## src/mclk_consts.vh

```
// constants for the multi-speed oscillator and peripheral clock/reset block
// assumes inclusion by the design files of this block only
// Functional notes
// - range field decodes twelve codes, reset 0110
// - range writes above 1011 are refused
// - range select set by one, zero ignored
// - select clears on reset or standby exit
// - lock loop set needs crystal on, ready
// - lock loop cleared on crystal off/failure
// - ready drops six oscillator cycles after off
// - enable cleared entering stop, standby, shutdown
// - enable forced on leaving standby, shutdown
// - forced on stop exit wakeup zero, fault
// - enable held while oscillator clocks system
// - peripheral reset bits: one resets, zero none
// - firewall enable set only, hardware clears
// - sleep enable register 0x68, reset 0x00011303
// - sleep register byte lanes, no wait
// - option bits steer second ram erase, parity
// - option bits choose reset on mode entry
// - option bits freeze or start watchdogs
`ifndef MCLK_CONSTS_VH
`define MCLK_CONSTS_VH
`define MCLK_OFS_OSC_CTRL   8'h00
`define MCLK_OFS_AHB_RST    8'h2C
`define MCLK_OFS_APB_CLKEN  8'h60
`define MCLK_OFS_SLEEP_EN   8'h68
`define MCLK_OFS_OPTIONS    8'h80
`define MCLK_SLEEP_RST      32'h0001_1303
`define MCLK_SLEEP_MASK     32'h0001_1303
`define MCLK_AHB_RST_MASK   32'h0005_209F
`define MCLK_APB_SW_MASK    32'h0000_1C01
`define MCLK_OPT_RST        32'h033F_7000
`define MCLK_OPT_MASK       32'h030F_7000
`define MCLK_RANGE_RST      4'h6
`define MCLK_RANGE_MAX      4'hB
`define MCLK_BIT_ON         0
`define MCLK_BIT_RDY        1
`define MCLK_BIT_PLLEN      2
`define MCLK_BIT_RGSEL      3
`define MCLK_RANGE_LSB      4
`define MCLK_BIT_FIREWALL_CLOCK_ENABLE       7
`define MCLK_OFF_CYCLES     3'd6
`define MCLK_SETTLE_NS      400
`define MCLK_CLK_NS         40
`endif

```

## src/mclk_ready_tracker.v

```verilog
// oscillator ready tracker: settles on enable, drops after off delay
// assumes osc clock edges arrive as a synchronous one-cycle strobe
`timescale 1ns/1ps
`default_nettype none
`include "mclk_consts.vh"
module mclk_ready_tracker (
  input  wire i_clk,      // core clock
  input  wire i_rst_n,    // synchronised reset, active low
  input  wire i_enable,   // oscillator enable
  input  wire i_osc_tick, // one oscillator clock edge
  output reg  o_ready     // oscillator ready flag
);
  localparam integer SETTLE = (`MCLK_SETTLE_NS + `MCLK_CLK_NS - 1)
                              / `MCLK_CLK_NS;
  reg [7:0] settle_r;
  reg [2:0] off_r;
  // settle count while on, six osc ticks after off
  always @(posedge i_clk or negedge i_rst_n) begin
    if (!i_rst_n) begin
      settle_r <= 8'h00;
      off_r    <= 3'd0;
      o_ready  <= 1'b0;
    end else if (i_enable) begin
      off_r <= 3'd0;
      if (settle_r == SETTLE[7:0]) begin
        o_ready <= 1'b1;
      end else begin
        settle_r <= settle_r + 8'h01;
      end
    end else begin
      settle_r <= 8'h00;
      if (o_ready && i_osc_tick) begin
        if (off_r == `MCLK_OFF_CYCLES - 3'd1) begin
          o_ready <= 1'b0;
          off_r   <= 3'd0;
        end else begin
          off_r <= off_r + 3'd1;
        end
      end
    end
  end
endmodule // mclk_ready_tracker
`default_nettype wire

```

## src/mclk_clock_reset.v

```verilog
// reset and clock control: oscillator control, peripheral resets,
// clock enables, sleep enables and option decode over avalon-mm
// assumes power sequencing and oscillators sit outside this block
//
// Added by the designer: the Avalon-MM slave port.
`timescale 1ns/1ps
`default_nettype none
`include "mclk_consts.vh"
module mclk_clock_reset (
  input  wire        i_core_clk,       // 25 MHz core clock
  input  wire        i_rst_n,          // async reset, active low
  input  wire [7:0]  i_address,        // byte address
  input  wire        i_read,           // avalon read
  input  wire        i_write,          // avalon write
  input  wire [3:0]  i_byteenable,     // avalon byte enables
  input  wire [31:0] i_writedata,      // avalon write data
  output wire        o_waitrequest,    // avalon wait, never asserted
  output reg  [31:0] o_readdata,       // avalon read data
  input  wire [3:0]  i_standby_range,  // standby range field
  input  wire        i_lsc_enable,     // low speed crystal enable
  input  wire        i_lsc_ready,      // low speed crystal ready
  input  wire        i_lsc_fail,       // crystal failure detect
  input  wire        i_enter_lowpower, // entering stop/standby/shutdown
  input  wire        i_exit_standby,   // leaving standby or shutdown
  input  wire        i_exit_stop,      // leaving stop mode
  input  wire        i_stop_wakeup_sel,// stop wakeup clock select
  input  wire        i_hse_fail,       // high speed osc failure
  input  wire        i_osc_is_sysclk,  // osc drives system clock
  input  wire        i_fw_clear,       // hardware firewall clear
  input  wire        i_osc_tick,       // oscillator clock strobe
  input  wire [31:0] i_option_bytes,   // option word at release
  output reg  [3:0]  o_active_range,   // range in use
  output reg         o_osc_enable,     // oscillator on
  output reg         o_lock_loop_en,   // locking loop on
  output reg  [31:0] o_periph_reset,   // peripheral resets
  output reg  [31:0] o_periph_clk_en,  // apb clock enables
  output reg  [31:0] o_sleep_clk_en,   // sleep/stop clock enables
  output reg         o_ram2_erase,     // erase second ram on reset
  output reg         o_ram2_parity_en, // second ram parity on
  output reg  [2:0]  o_reset_on_entry, // stop/standby/shutdown reset
  output reg  [1:0]  o_iwdg_freeze,    // standby,stop watchdog freeze
  output reg  [1:0]  o_wdg_sw_start    // window,indep software start
);
  localparam [1:0] S_BOOT = 2'b01;
  localparam [1:0] S_RUN  = 2'b10;

  reg        rs1_r;
  reg        rs2_r;
  wire       rst_n = rs2_r;
  reg  [1:0] state_r;
  reg  [3:0] run_osc_range_field_r;
  reg        range_source_select_r;
  reg  [31:0] opt_r;
  wire       osc_ready_flag;

  // byte lane merge, reused by every register write
  function [31:0] mclk_merge;
    input [31:0] old_v;
    input [31:0] new_v;
    input [3:0]  be;
    integer k;
    begin
      mclk_merge = old_v;
      for (k = 0; k < 4; k = k + 1) begin
        if (be[k]) begin
          mclk_merge[k*8 +: 8] = new_v[k*8 +: 8];
        end
      end
    end
  endfunction

  // register hit decode
  function hit;
    input [7:0] a;
    input [7:0] ofs;
    begin
      hit = (a == ofs);
    end
  endfunction

  // reset release through two flip-flops
  always @(posedge i_core_clk or negedge i_rst_n) begin
    if (!i_rst_n) begin
      rs1_r <= 1'b0;
      rs2_r <= 1'b0;
    end else begin
      rs1_r <= 1'b1;
      rs2_r <= rs1_r;
    end
  end

  assign o_waitrequest = 1'b0;

  wire wr_osc   = i_write && hit(i_address, `MCLK_OFS_OSC_CTRL);
  wire wr_rst   = i_write && hit(i_address, `MCLK_OFS_AHB_RST);
  wire wr_clk   = i_write && hit(i_address, `MCLK_OFS_APB_CLKEN);
  wire wr_sleep = i_write && hit(i_address, `MCLK_OFS_SLEEP_EN);
  wire [31:0] osc_wd = mclk_merge(32'h0000_0000, i_writedata,
                                  i_byteenable);
  wire        be0 = i_byteenable[0];
  wire        fw_set = wr_clk && be0 && i_writedata[`MCLK_BIT_FIREWALL_CLOCK_ENABLE];
  wire [3:0]  wr_range = osc_wd[`MCLK_RANGE_LSB +: 4];

  // oscillator control register fields
  always @(posedge i_core_clk or negedge rst_n) begin
    if (!rst_n) begin
      run_osc_range_field_r <= `MCLK_RANGE_RST;
      range_source_select_r <= 1'b0;
      o_lock_loop_en        <= 1'b0;
      o_osc_enable          <= 1'b1;
    end else begin
      if (wr_osc && be0 && wr_range <= `MCLK_RANGE_MAX) begin
        run_osc_range_field_r <= wr_range;
      end
      if (i_exit_standby) begin
        range_source_select_r <= 1'b0;
      end else if (wr_osc && be0 && osc_wd[`MCLK_BIT_RGSEL]) begin
        range_source_select_r <= 1'b1;
      end
      if (!i_lsc_enable || i_lsc_fail) begin
        o_lock_loop_en <= 1'b0;
      end else if (wr_osc && be0) begin
        o_lock_loop_en <= osc_wd[`MCLK_BIT_PLLEN] &&
                          i_lsc_ready;
      end
      if (i_exit_standby || (i_exit_stop && !i_stop_wakeup_sel) ||
          i_hse_fail || i_osc_is_sysclk) begin
        o_osc_enable <= 1'b1;
      end else if (i_enter_lowpower) begin
        o_osc_enable <= 1'b0;
      end else if (wr_osc && be0) begin
        o_osc_enable <= osc_wd[`MCLK_BIT_ON];
      end
    end
  end

  // active range follows the source select
  always @(posedge i_core_clk or negedge rst_n) begin
    if (!rst_n) begin
      o_active_range <= `MCLK_RANGE_RST;
    end else begin
      o_active_range <= range_source_select_r ? run_osc_range_field_r
                        : i_standby_range;
    end
  end

  // ready flag only from stability logic
  mclk_ready_tracker u_ready (
    .i_clk      (i_core_clk),
    .i_rst_n    (rst_n),
    .i_enable   (o_osc_enable),
    .i_osc_tick (i_osc_tick),
    .o_ready    (osc_ready_flag)
  );

  // peripheral resets, clock enables and sleep enables
  always @(posedge i_core_clk or negedge rst_n) begin
    if (!rst_n) begin
      o_periph_reset          <= 32'h0000_0000;
      o_periph_clk_en         <= 32'h0000_0000;
      o_sleep_clk_en          <= `MCLK_SLEEP_RST;
    end else begin
      if (wr_rst) begin
        o_periph_reset <= mclk_merge(o_periph_reset, i_writedata,
                          i_byteenable) & `MCLK_AHB_RST_MASK;
      end
      if (wr_clk) begin
        o_periph_clk_en <= mclk_merge(o_periph_clk_en, i_writedata,
                           i_byteenable) & `MCLK_APB_SW_MASK;
      end
      // firewall bit: software only sets, hardware clears, set wins
      o_periph_clk_en[`MCLK_BIT_FIREWALL_CLOCK_ENABLE] <= fw_set ||
          (o_periph_clk_en[`MCLK_BIT_FIREWALL_CLOCK_ENABLE] && !i_fw_clear);
      if (wr_sleep) begin
        o_sleep_clk_en <= mclk_merge(o_sleep_clk_en, i_writedata,
                          i_byteenable) & `MCLK_SLEEP_MASK;
      end
    end
  end

  // option word caught after reset release
  always @(posedge i_core_clk or negedge rst_n) begin
    if (!rst_n) begin
      state_r <= S_BOOT;
      opt_r   <= `MCLK_OPT_RST;
    end else begin
      case (state_r)
        S_BOOT: begin
          opt_r   <= i_option_bytes & `MCLK_OPT_MASK;
          state_r <= S_RUN;
        end
        S_RUN: state_r <= S_RUN;
        default: state_r <= S_BOOT;
      endcase
    end
  end

  // option decode
  always @(posedge i_core_clk or negedge rst_n) begin
    if (!rst_n) begin
      o_ram2_erase     <= 1'b0;
      o_ram2_parity_en <= 1'b0;
      o_reset_on_entry <= 3'b000;
      o_iwdg_freeze    <= 2'b00;
      o_wdg_sw_start   <= 2'b11;
    end else begin
      o_ram2_erase     <= !opt_r[25];
      o_ram2_parity_en <= !opt_r[24];
      o_reset_on_entry <= ~opt_r[14:12];
      o_iwdg_freeze    <= ~opt_r[18:17];
      o_wdg_sw_start   <= {opt_r[19], opt_r[16]};
    end
  end

  // read mux straight from the register flops, unmapped reads zero;
  // data must stand at the accepting edge since no wait is inserted
  always @* begin
    case (i_address)
      `MCLK_OFS_OSC_CTRL:  o_readdata = {24'h00_0000,
          run_osc_range_field_r, range_source_select_r,
          o_lock_loop_en, osc_ready_flag, o_osc_enable};
      `MCLK_OFS_AHB_RST:   o_readdata = o_periph_reset;
      `MCLK_OFS_APB_CLKEN: o_readdata = o_periph_clk_en;
      `MCLK_OFS_SLEEP_EN:  o_readdata = o_sleep_clk_en;
      `MCLK_OFS_OPTIONS:   o_readdata = opt_r;
      default:             o_readdata = 32'h0000_0000;
    endcase
  end
endmodule // mclk_clock_reset
`default_nettype wire

```

## config.mk

```make
export PLATFORM = sky130hd
export DESIGN_NAME = mclk_clock_reset
export DESIGN_NICKNAME = d
export VERILOG_FILES = /design/src/mclk_ready_tracker.v /design/src/mclk_clock_reset.v
export VERILOG_INCLUDE_DIRS = /design/src
export SDC_FILE = /design/constraint.sdc
export NUM_CORES = 1
export LEC_CHECK = 0
export ABC_AREA = 1
export BUFFER_PORTS_ARGS = -buffer_cell sky130_fd_sc_hd__clkbuf_2
export CAP_MARGIN = 25
export CORE_AREA = 2 2 93 95
export CTS_BUF_LIST = sky130_fd_sc_hd__clkbuf_4 sky130_fd_sc_hd__clkbuf_8 sky130_fd_sc_hd__clkbuf_16
export DETAILED_ROUTE_END_ITERATION = 7
export DIE_AREA = 0 0 95 97
export HOLD_SLACK_MARGIN = 0.1
export PLACE_DENSITY = 0.85
export SLEW_MARGIN = 20
export SYNTH_ARGS = -nofsm -noshare
export SYNTH_HDL_FRONTEND = slang
export SYNTH_SLANG_ARGS = --single-unit
```

## constraint.sdc

```tcl
create_clock -name i_core_clk -period 2.9 [get_ports i_core_clk]
set_input_delay 0.58 -clock i_core_clk [delete_from_list [all_inputs] [get_ports i_core_clk]]
set_output_delay 0.58 -clock i_core_clk [all_outputs]
set_load 0.02 [all_outputs]
```

==> metrics.md <==
| Metric | Value |
|---|---|
| Status | completed |
| RD Place Congestion | 0.801 |
| DIE WIDTH | 95 µm |
| Post-CTS setup buffer count | 0 |
| DRT antenna net count | 0 |
| Most common cell after layout, fill and taps aside | clkbuf_2 |
| Clock sinks | 66 |
| WL/cell | 12.1 µm |
| Fmax | 423 MHz |
| DR iter-0 viols | 155 |
| Sequential element share of the synthesized area | 45.6% |
| Post-synthesis average cell area | 8.55 µm² |
| Final worst path period need | 2360 ps |
| Core area | 8130 µm² |
| Share of layout cells above drive strength 1 | 31.3% |
| Tot GR Track Use | 17.6% |
| TritonRoute pass-1 iters | 5 |
| Number of I/O port buffers | 111 |
| Worst vdd ir | 216 µV |
| Worst hold path class | reg2async |
| Clk_lat worst skew | 340 ps |
| Final setup fails | 0 |
| Cell count after synthesis | 431 |
| Remaining Overflow, GRT | 0 |
| Max-Cap Viols | 0 |
| Via count of the first global-routing pass | 2776 |
| Pwr/cell area | 548 nW/µm² |
| Die Y | 97 µm |
| Unrepaired setup endpoints after global routing | false |
| Initial antenna violation count | 0 |
| Nets | 645 |
| Fin. max-slew vios | 0 |
| CP max FO | 15 |
| Ys Warns | 0 |
| Clock Root Buffer | clkbuf_8 |
| Largest net degree at the start of global routing | 29 |
| Via Count | 2915 |
| Cell area after synthesis | 3680 µm² |
| Vias per cell | 4.44 |
| Crit end category | output pin |
| Antenna diodes | 0 |
| Crit path arrival time | 1780 ps |
| Nature of the critical path startpoint | input pin |
| Hold slack | 241 ps |
| Reg2Reg Launch Point | state_r[0] |
| Initial Util | 45.3% |
| Worst EP required | 2320 ps |
| Die area | 9220 µm² |
| Post-route DRC violation count | 0 |
| Setup TNS | 0 ps |
| Ports | 239 |
| Clk_skew | 10.4 ps |
| Leakage Power | 2.28 nW |
| Least-Margin Pin Slew | 559 ps |
| Max_slew headroom | 62.8% |
| Wirelength, routed | 7.98 mm |
| Post_cts resized | 0 |
| Launch point of the critical path | i_address[1] |
| Clock transition at the registers of the reported paths | 80 ps |
| Total CTS buffers | 9 |
| Synth-to-Final Area Change | 15.0% |
| # rows | 33 |
| Most frequent cells in the layout | clkbuf_2, conb_1, nand2_1 |
| H-tree levels | 3 |
| Final Hold Viols | 0 |
| Post-synthesis cell type count | 31 |
| Global-route wire length before repair | 12.7 mm |
| Critical path type | in2out |
| Hold_buf cts | 1 |
| CTS tree | done |
| Yosys reg bits | 66 |
| Max Root-Sink Buffers | 2 |
| Period utilization | 81.5% |
| Post-DP HPWL | 6.29 mm |
cell type report:
cell class	count	area [µm²]
Clock buffer	9	124
Fill cell	785	3900
Clock inverter	7	101
Inverter	47	176
Multi-Input combinational cell	308	1430
Sequential cell	66	1680
Timing Repair Buffer	115	588
Tap cell	105	131
routing by layer:
metal	track usage [%]	up-vias	part of all wire, %
met2	29.7	118	51
met1	21.6	1374	41
met5	0	-	0
li1	-	1417	-
met3	5.14	6	6.6
met4	5.35	0	0.81
flip-flops by register name (all words and copies together), names as in the netlist, 3 cells and up:
register               count
u_ready.settle_r           8
u_ready.off_r              3
o_periph_reset             9
o_reset_on_entry           3
o_periph_clk_en            5
o_active_range             4
run_osc_range_field_r      4
opt_r                     10
o_sleep_clk_en             6
where the power goes:
group,total (W),internal (W),switching [W]
Combinational,0.000377,0.000110,0.000267
Sequential,0.00107,0.00101,0.0000684
Clock,0.000870,0.000491,0.000379
critical path, stage by stage:
cell      delay (ps)
clkbuf_2         100
nor2_4           140
nand3_1          130
nor2_4           390
nand2_1          100
o211ai_1         140
clkbuf_2         210
stage by stage:
| step | instances | instance area [µm²] | util, % | total power, W | worst slack (ps) |
|---|---|---|---|---|---|
| after detailed placement | 640 | 4000 | 49.2 | 0.00146 | 507 |
| after CTS | 657 | 4240 | 52.1 | 0.00235 | 491 |
| after global placement | 640 | 4000 | 49.2 | 0.00144 | 538 |
| after global routing | 657 | 4240 | 52.1 | 0.00245 | 408 |
| final | 657 | 4240 | 52.1 | 0.00232 | 536 |
| after floorplan | 516 | 4000 | - | 0.00144 | 733 |
cell families after synthesis:
family	count (synthesis)	synth area share, %
AND/OR/NAND/NOR	169	21.5
buffers and inverters	142	24.1
flip-flops	66	45.6
adder cells (fa/ha/maj)	3	1.02
XOR/XNOR	2	0.475
AO/OA/AOI/OAI	46	6.72
other	2	0.204
multiplexers	1	0.306
cells in the mapped netlist (all sizes together):
cell,count,area [µm²]
a21oi,5,28.8
a22o,2,17.5
a31oi,1,6.26
and3,1,6.26
buf,93,704
clkbuf,2,7.51
conb,2,7.51
dfrtp,42,1050
dfstp,24,631
ha,3,37.5
inv,47,176
mux2,1,11.3
nand2,88,338
nand3,30,175
nand3b,3,22.5
nand4,9,56.3
nor2,36,183
nor4,2,12.5
o211ai,1,7.51
o21ai,36,180
o31ai,1,7.51
xor2,2,17.5
path summary, 6_finish.rpt:
check | endpoint | slack [ps] | depth (start not counted)
min in group i_core_clk | rs2_r | 360 | 0
max in group asynchronous | opt_r[18] | 1900 | 1
setup reg to reg | opt_r[16] | 1410 | 2
hold / removal | o_periph_clk_en[11] | 240 | 0
setup / recovery | o_readdata[7] | 540 | 7
hold reg to reg | o_periph_clk_en[11] | 240 | 0
(Power assumes the default switching activity.)
